==> src/common/flow_ctrl_cfg.svh <==
// register offsets, field values and timing counts for the flow-control block
`ifndef FLOW_CTRL_CFG_SVH
`define FLOW_CTRL_CFG_SVH
`define FC_OFS_RX_FIRST     8'h01
`define FC_OFS_RX_END       8'h02
`define FC_OFS_JAM_LIMIT    8'h17
`define FC_OFS_WATER_MARK   8'h1a
`define FC_OFS_STATUS       8'h1b
`define FC_OFS_MODE         8'h1c
`define FC_RST_RX_FIRST     8'h46
`define FC_RST_RX_END       8'h80
`define FC_RST_JAM_LIMIT    8'h10
`define FC_RST_WATER_MARK   8'h08
`define FC_RST_MODE         8'h00
`define FC_MCAST_DA         48'h0180_c200_0001
`define FC_CTRL_TYPE        16'h8808
`define FC_PAUSE_OPCODE     16'h0001
`define FC_PAD_ZEROS        42
`define FC_XOFF_HYST        8'h06
`define FC_QUANTUM_BITS     512
`define FC_CLK_MHZ          250
`define FC_QUANTUM_CYC_100  ((`FC_QUANTUM_BITS * `FC_CLK_MHZ + 99) / 100)
`define FC_QUANTUM_CYC_10   ((`FC_QUANTUM_BITS * `FC_CLK_MHZ + 9) / 10)
`endif

==> src/common/flow_ctrl_pkg.sv <==
// types shared by the flow-control block
package flow_ctrl_pkg;
   typedef struct packed {
      logic        valid;
      logic        fcs_ok;
      logic [47:0] dst;
      logic [15:0] len_type;
      logic [15:0] opcode;
      logic [15:0] param;
   } rx_ctrl_t;
   typedef struct packed {
      logic        send;
      logic        xon;
      logic [47:0] dst;
      logic [15:0] len_type;
      logic [15:0] opcode;
      logic [15:0] param;
      logic [5:0]  pad_len;
   } tx_pause_t;
   typedef enum logic [2:0] {
      PS_IDLE = 3'b001,
      PS_WAIT = 3'b010,
      PS_RUN  = 3'b100
   } pause_state_t;
endpackage

==> src/logic/ethernet_flow_control.sv <==
// flow control: pause reception, xon/xoff emission and half-duplex back-pressure
//
// The plain strobed port was chosen for this implementation.
`timescale 1ns/1ps
`include "flow_ctrl_cfg.svh"
module ethernet_flow_control
#(
   parameter int Q100 = `FC_QUANTUM_CYC_100,
   parameter int Q10  = `FC_QUANTUM_CYC_10
)
(
   // clock, reset, enable
   input  wire logic                    clk,
   input  wire logic                    rst_n,
   input  wire logic                    clk_en,
   // register port
   input  wire logic [7:0]              reg_addr,
   input  wire logic [7:0]              reg_wdata,
   input  wire logic                    reg_wr,
   input  wire logic                    reg_rd,
   output logic      [7:0]              reg_rdata,
   // link mode and station address
   input  wire logic                    full_duplex,
   input  wire logic                    speed_100,
   input  wire logic [47:0]             station_addr,
   // receive side
   input  wire flow_ctrl_pkg::rx_ctrl_t rx_ctrl,
   input  wire logic                    rx_start,
   input  wire logic                    rx_done,
   input  wire logic                    rx_collision,
   input  wire logic [7:0]              rx_write_page,
   input  wire logic [7:0]              rx_read_page,
   // transmit side
   input  wire logic                    tx_busy,
   input  wire logic                    tx_done,
   input  wire logic                    tx_collision,
   input  wire logic                    tx_pause_ack,
   output logic                         tx_hold,
   output flow_ctrl_pkg::tx_pause_t     tx_pause,
   output logic                         jam
);
   import flow_ctrl_pkg::*;

   // ----------------------------------------
   // registers
   // ----------------------------------------
   // ring bounds, jam limit, water mark and mode bit
   logic [7:0] first_q, first_d, end_q, end_d, lim_q, lim_d, wm_q, wm_d;
   logic       wm_en_q, wm_en_d;
   logic [7:0] rdata_q, rdata_d;

   // software writes; status register is read only
   always_comb
   begin
      first_d = first_q;
      end_d   = end_q;
      lim_d   = lim_q;
      wm_d    = wm_q;
      wm_en_d = wm_en_q;
      if (reg_wr)
      begin
         case (reg_addr)
            `FC_OFS_RX_FIRST:   first_d = reg_wdata;
            `FC_OFS_RX_END:     end_d   = reg_wdata;
            `FC_OFS_JAM_LIMIT:  lim_d   = reg_wdata;
            `FC_OFS_WATER_MARK: wm_d    = reg_wdata;
            `FC_OFS_MODE:       wm_en_d = reg_wdata[0];
            default:            ;
         endcase
      end
   end

   // register bank and read data, frozen with the enable
   always_ff @(posedge clk or negedge rst_n)
   begin
      if (!rst_n)
      begin
         first_q <= `FC_RST_RX_FIRST;
         end_q   <= `FC_RST_RX_END;
         lim_q   <= `FC_RST_JAM_LIMIT;
         wm_q    <= `FC_RST_WATER_MARK;
         wm_en_q <= 1'b0;
         rdata_q <= 8'h00;
      end
      else if (clk_en)
      begin
         first_q <= first_d;
         end_q   <= end_d;
         lim_q   <= lim_d;
         wm_q    <= wm_d;
         wm_en_q <= wm_en_d;
         rdata_q <= rdata_d;
      end
   end
   // read data stands one cycle, zero otherwise
   assign reg_rdata = rdata_q;

   // ----------------------------------------
   // free page count
   // ----------------------------------------
   logic [7:0] ring_pages, used_pages, free_pages;
   logic       buf_low;
   // a write pointer behind the read pointer has wrapped round the ring
   always_comb
   begin
      ring_pages = end_q - first_q;
      if (rx_write_page >= rx_read_page)
         used_pages = rx_write_page - rx_read_page;
      else
         used_pages = ring_pages - (rx_read_page - rx_write_page);
      free_pages = ring_pages - used_pages;
      buf_low    = (free_pages <= wm_q);
   end

   // ----------------------------------------
   // pause reception and timer
   // ----------------------------------------
   // control frame that asks this station to pause
   function automatic logic pause_hit(input rx_ctrl_t f, input logic [47:0] own);
      pause_hit = f.valid && f.fcs_ok
                  && (f.dst == own || f.dst == `FC_MCAST_DA)
                  && f.len_type == `FC_CTRL_TYPE
                  && f.opcode == `FC_PAUSE_OPCODE;
   endfunction

   // pause timer: quanta left and cycles left in the current quantum
   pause_state_t ps_q, ps_d;
   logic [15:0]  quanta_q, quanta_d;
   logic [15:0]  sub_q, sub_d;
   logic [15:0]  qlen;
   logic         hit;

   // next state of the pause timer
   always_comb
   begin
      hit      = full_duplex && pause_hit(rx_ctrl, station_addr);
      qlen     = speed_100 ? 16'(Q100 - 1) : 16'(Q10 - 1);
      ps_d     = ps_q;
      quanta_d = quanta_q;
      sub_d    = sub_q;
      case (ps_q)
         PS_IDLE:
            ps_d = PS_IDLE;
         // a deferred pause starts once the frame on the wire has ended
         PS_WAIT:
         begin
            if (!tx_busy)
            begin
               ps_d  = (quanta_q == 16'h0000) ? PS_IDLE : PS_RUN;
               sub_d = qlen;
            end
         end
         // sub walks the cycles of one quantum, quanta the quanta left
         PS_RUN:
         begin
            if (sub_q != 16'h0000)
               sub_d = sub_q - 16'h0001;
            else if (quanta_q <= 16'h0001)
            begin
               quanta_d = 16'h0000;
               ps_d     = PS_IDLE;
            end
            else
            begin
               quanta_d = quanta_q - 16'h0001;
               sub_d    = qlen;
            end
         end
         default:
            ps_d = PS_IDLE;
      endcase
      // a fresh request reloads the timer whatever state it was in
      if (hit)
      begin
         quanta_d = rx_ctrl.param;
         sub_d    = qlen;
         if (rx_ctrl.param == 16'h0000)
            ps_d = PS_IDLE;
         else if (tx_busy)
            ps_d = PS_WAIT;
         else
            ps_d = PS_RUN;
      end
   end

   // pause timer registers
   always_ff @(posedge clk or negedge rst_n)
   begin
      if (!rst_n)
      begin
         ps_q     <= PS_IDLE;
         quanta_q <= 16'h0000;
         sub_q    <= 16'h0000;
      end
      else if (clk_en)
      begin
         ps_q     <= ps_d;
         quanta_q <= quanta_d;
         sub_q    <= sub_d;
      end
   end
   // holds off new frames only; a frame under way finishes first
   assign tx_hold = (ps_q == PS_RUN);

   // ----------------------------------------
   // xon / xoff emission
   // ----------------------------------------
   // request toward the mac and which of the pair goes next
   logic      xoff_sent_q, xoff_sent_d;
   tx_pause_t txp_q, txp_d;
   logic [8:0] xoff_level;

   // nothing new is raised while a request still waits for its ack
   always_comb
   begin
      xoff_level  = {1'b0, wm_q} + {1'b0, `FC_XOFF_HYST};
      xoff_sent_d = xoff_sent_q;
      txp_d       = txp_q;
      if (tx_pause_ack)
         txp_d.send = 1'b0;
      if (wm_en_q && full_duplex && !txp_q.send)
      begin
         if (!xoff_sent_q && buf_low)
         begin
            txp_d.send  = 1'b1;
            txp_d.xon   = 1'b1;
            xoff_sent_d = 1'b1;
         end
         else if (xoff_sent_q && {1'b0, free_pages} >= xoff_level)
         begin
            txp_d.send  = 1'b1;
            txp_d.xon   = 1'b0;
            xoff_sent_d = 1'b0;
         end
      end
      // frame labelled xon pauses the partner, the other releases it
      txp_d.param    = txp_d.xon ? 16'hffff : 16'h0000;
      txp_d.dst      = `FC_MCAST_DA;
      txp_d.len_type = `FC_CTRL_TYPE;
      txp_d.opcode   = `FC_PAUSE_OPCODE;
      txp_d.pad_len  = 6'(`FC_PAD_ZEROS);
   end

   // xon/xoff registers
   always_ff @(posedge clk or negedge rst_n)
   begin
      if (!rst_n)
      begin
         xoff_sent_q <= 1'b0;
         txp_q       <= '0;
      end
      else if (clk_en)
      begin
         xoff_sent_q <= xoff_sent_d;
         txp_q       <= txp_d;
      end
   end
   // request and its fields stand until the mac acknowledges
   assign tx_pause = txp_q;

   // ----------------------------------------
   // half-duplex back-pressure
   // ----------------------------------------
   // run of back-pressure collisions and the jam itself
   logic [7:0] jcnt_q, jcnt_d;
   logic       jam_q, jam_d;

   // jamming only at frame start avoids late collisions
   always_comb
   begin
      jcnt_d = jcnt_q;
      jam_d  = jam_q;
      if (rx_done)
         jam_d = 1'b0;
      if ((tx_done && !tx_collision) || (rx_done && !rx_collision && !jam_q))
         jcnt_d = 8'h00;
      if (!full_duplex && rx_start && buf_low)
      begin
         // one frame leaks through so the far hub never partitions the port
         if (jcnt_q >= lim_q)
         begin
            jcnt_d = 8'h00;
         end
         else
         begin
            jam_d  = 1'b1;
            jcnt_d = jcnt_q + 8'h01;
         end
      end
   end

   // back-pressure registers
   always_ff @(posedge clk or negedge rst_n)
   begin
      if (!rst_n)
      begin
         jcnt_q <= 8'h00;
         jam_q  <= 1'b0;
      end
      else if (clk_en)
      begin
         jcnt_q <= jcnt_d;
         jam_q  <= jam_d;
      end
   end
   // jam stands from frame start to frame end
   assign jam = jam_q;

   // ----------------------------------------
   // read data
   // ----------------------------------------
   // unmapped offsets and idle cycles read as zero
   always_comb
   begin
      rdata_d = 8'h00;
      if (reg_rd)
      begin
         case (reg_addr)
            `FC_OFS_RX_FIRST:   rdata_d = first_q;
            `FC_OFS_RX_END:     rdata_d = end_q;
            `FC_OFS_JAM_LIMIT:  rdata_d = lim_q;
            `FC_OFS_WATER_MARK: rdata_d = wm_q;
            `FC_OFS_STATUS:     rdata_d = free_pages;
            `FC_OFS_MODE:       rdata_d = {5'h00, tx_hold, xoff_sent_q, wm_en_q};
            default:            rdata_d = 8'h00;
         endcase
      end
   end
endmodule

==> config.mk <==
export PLATFORM = sky130hd
export DESIGN_NAME = ethernet_flow_control
export DESIGN_NICKNAME = d
export VERILOG_FILES = /design/src/common/flow_ctrl_pkg.sv /design/src/logic/ethernet_flow_control.sv
export VERILOG_INCLUDE_DIRS = /design/src /design/src/common
export SDC_FILE = /design/constraint.sdc
export NUM_CORES = 1
export LEC_CHECK = 0
export ABC_AREA = 0
export BUFFER_PORTS_ARGS = -buffer_cell sky130_fd_sc_hd__clkbuf_2
export CORE_UTILIZATION = 38
export CTS_CLUSTER_DIAMETER = 100
export CTS_CLUSTER_SIZE = 16
export DETAILED_ROUTE_END_ITERATION = 16
export PLACE_DENSITY_LB_ADDON = 0.15
export SLEW_MARGIN = 30
export SYNTH_ARGS = -nofsm -noshare
export SYNTH_HDL_FRONTEND = slang
export SYNTH_SLANG_ARGS = --single-unit
==> constraint.sdc <==
create_clock -name clk -period 5.57 [get_ports clk]
set_input_delay 0.2785 -clock clk [delete_from_list [all_inputs] [get_ports clk]]
set_output_delay 0.2785 -clock clk [all_outputs]
set_load 0.02 [all_outputs]
==> metrics <==
vias after detailed routing 8475; failing checks negative setup slack; grt ovf 0; first-pass GRT wire length 43.41 mm; Comb power frac 45.5%; register area share after synthesis between 20% and 30%; total global-route track usage between 20% and 30%; slowest CP cell fa_1; crit start category flop; Yosys Warn Count 0; DRC 0; Total Power roughly 0.0025 W; Psw approximately 0.00086 W; drt initial violations 507; outcome finished, violations left; RSZ-0062 raised after global routing yes; Setup violations, final 9; clock network power share 27.2%; CP Cell Sequence ha_4 -> fa_2 -> inv_2 -> fa_1 -> inv_2 -> fa_2 -> nor2b_2 -> o21ai_2 -> nor3b_1 -> o31a_1 -> ha_4 -> a21boi_2 -> o21a_1 -> or3_4 -> and2_4 -> ha_4 -> nand4_1 -> nor2_2 -> nor2_2 -> or4_4 -> buf_8 -> o31ai_4 -> a22o_1; placed insts approximately 1600; final period utilization 103.2%; Pint 0.001615 W; WP data arrival between 6 and 7 ns; GPL Wtd Cong 0.9048; most common cell in the netlist buf_4; crit path max fanout 5; FF-to-FF path depth 23; IO Pins 306; Post-synth EDFFs 0; Mapped Area roughly 9000 um2; worst vdd ir 125.5 uV; PortBufs 232; flops & latches, synth 89; Slew HR just under 40%; instance count of the mapped netlist 1031; Slew @ Worst Pin 0.8995 ns; total of max-cap violations 0; HPWL after DPL 22.51 mm; Post-Layout Cell Count roughly 1600; top_reg_cell synth dfrtp_1; hold path cells 3; clock sinks 89; layout cells sized above 1 30.93%; starting density of the core 38.85%; Worst Skew 0.009768 ns; cell depth of the worst setup path 23; async set-reset flop share out of synthesis 100.0%; total CTS buffers 9; Die Footprint approximately 24000 um2; fin area 10890 um2; DIE WIDTH 154.4 um; Clock transition at path regs 0.07 ns; buffers and inverters on the worst path 3; count of TritonRoute iterations in the first routing pass 7; worst path required time between 5 and 6 ns; antenna cells 0; syn_area_per_cell 8.558 um2; Yosys top cell by area dfrtp_1; WL final between 20 and 30 mm; Yosys cell types 73; WL per Instance 17.65 um; minimum clock period 5.746 ns; max-slew violations 0; WS Path Type reg -> reg; Post-synth top cells buf_4 (101), dfrtp_1 (82), inv_1 (69), xnor2_1 (69), ha_1 (61); largest stage delay on the critical path 0.56 ns; Hold Path Class in -> reg; Root Buffer clkbuf_16; DRT antenna net count 0; largest net degree at the start of global routing 65; Final #Nets 1548; Switching Share 34.82%; clk buf depth 2; power per cell area between 200 and 250 nW/um2; kind of end point of the critical path flop; Site Rows 55; Layout Area Growth over Synthesis 23.37%; post-synth top area share between 20% and 30%; initial antenna violation count 1; Hold Vio Cnt, Final 0; via/cell ratio 5.381; Fmax between 150 and 200 MHz; P_leak approximately 5.2 nW; vias in the first global route 8071; Reg power frac 27.3%; top post-synthesis cells by area dfrtp_1 (23%), ha_1 (8.7%), buf_4 (8.6%), xnor2_1 (6.8%), nand4_1 (3.4%); TritonCTS clock tree done; core area 22710 um2; clock latency at the later pin of the worst-skew pair about 0.35 ns; die height 154.4 um; Crit path top cell by count ha_4; dpl cell area 10290 um2; delay-heaviest family, CP adder cells; setup ws final -0.1762 ns; R2R Setup Slk -0.18 ns; H-tree depth 3
## layer usage
metal | GRT usage (%) | routed length (um) | up-vias
li1 | - | - | 4146
met1 | 32.17 | 13150 | 4031
met2 | 37.86 | 12860 | 264
met3 | 3.250 | 1261 | 32
met4 | 6.223 | 519 | 2
met5 | 0 | 13 | -
## tightest hold or removal path, cell delays in order
cell,delay (ns)
clkbuf_2,0.13
nand2_1,0.07
o21ai_0,0.07
## power by group through the flow
stage | Sequential [W] | Combinational [W] | Clock, W
2_1_floorplan | 0.000686 | 0.000678 | 0
3_3_place_gp | 0.000688 | 0.00103 | 0
3_5_place_dp | 0.000688 | 0.00104 | 0
4_1_cts | 0.000676 | 0.00108 | 0.000691
5_1_grt | 0.000678 | 0.00124 | 0.000721
6_report | 0.000676 | 0.00113 | 0.000673
## per-stage QoR
step / util [%] / hold WS, ns / setup WS, ns / setup TNS (ns)
final: 47.93 / 0.2178 / -0.1762 / -1.278
after detailed placement: 45.31 / 0.2071 / -0.2680 / -2.066
after floorplan: - / -0.01709 / -0.02782 / -0.02782
after global placement: 45.29 / 0.2020 / -0.1714 / -1.219
after global routing: 47.93 / 0.2340 / -0.4143 / -3.983
after CTS: 47.36 / 0.2068 / -0.1539 / -1.216
## layout make-up
class,count,area (um2)
multi-input combinational,818,6025
clock buffer,9,225.2
tap,285,356.6
clock inverter,7,102.6
fill,2255,11820
inverter,69,259.0
timing repair buffer,298,1682
sequential,89,2236
## layout by cell type (no fill, tap or decap), types with 41 or more instances in the layout
cell type  Yosys  layout
clkbuf_2       0     231
dfrtp_1       82      82
conb_1         1      73
xnor2_1       69      67
inv_1         69      66
buf_4        101      64
nand2_1       60      60
o21ai_0       58      54
ha_1          61      53
nand4_1       48      48
nor3_1        41      41
## sequential cells by signal, indices dropped and copies added (netlist names)
name,cells
jcnt_q,8
lim_q,8
xoff_sent_q,1
wm_en_q,1
end_q,8
quanta_q,16
tx_pause,3
ps_q,3
sub_q,16
reg_rdata,8
first_q,8
wm_q,8
jam,1
## cell families (layout without fill, tap and decap cells)
kind of cell	after synthesis	after routing	synth area share [%]
AOI/OAI and AO/OA	232	232	18.22
muxes	34	34	4.141
xor gates and xnor gates	74	74	7.345
other	1	73	0.04250
adders and majority gates	71	71	10.92
and+or+nand+nor	334	334	21.16
DFF	89	89	25.34
buffers and inverters	196	383	12.83
## what timing repair did
item                                    4_1_cts  5_1_grt
buffers inserted                              2        3
pin swaps                                    10       18
endpoints found under the hold margin        24        0
gates resized for setup                      19       25
hold buffers                                  1        0
endpoints found under the setup margin       11       12
## final timing paths
path | end | from
setup / recovery | jcnt_q[5] | first_q[0]
hold / removal | lim_q[4] | reg_wdata[4]
setup reg to reg | jcnt_q[5] | first_q[0]
hold reg to reg | reg_rdata[2] | reg_rdata[2]
max in group asynchronous | reg_rdata[1] | rst_n
min in group asynchronous | quanta_q[12] | rst_n
Note: power is estimated with default switching activity, not from simulation.
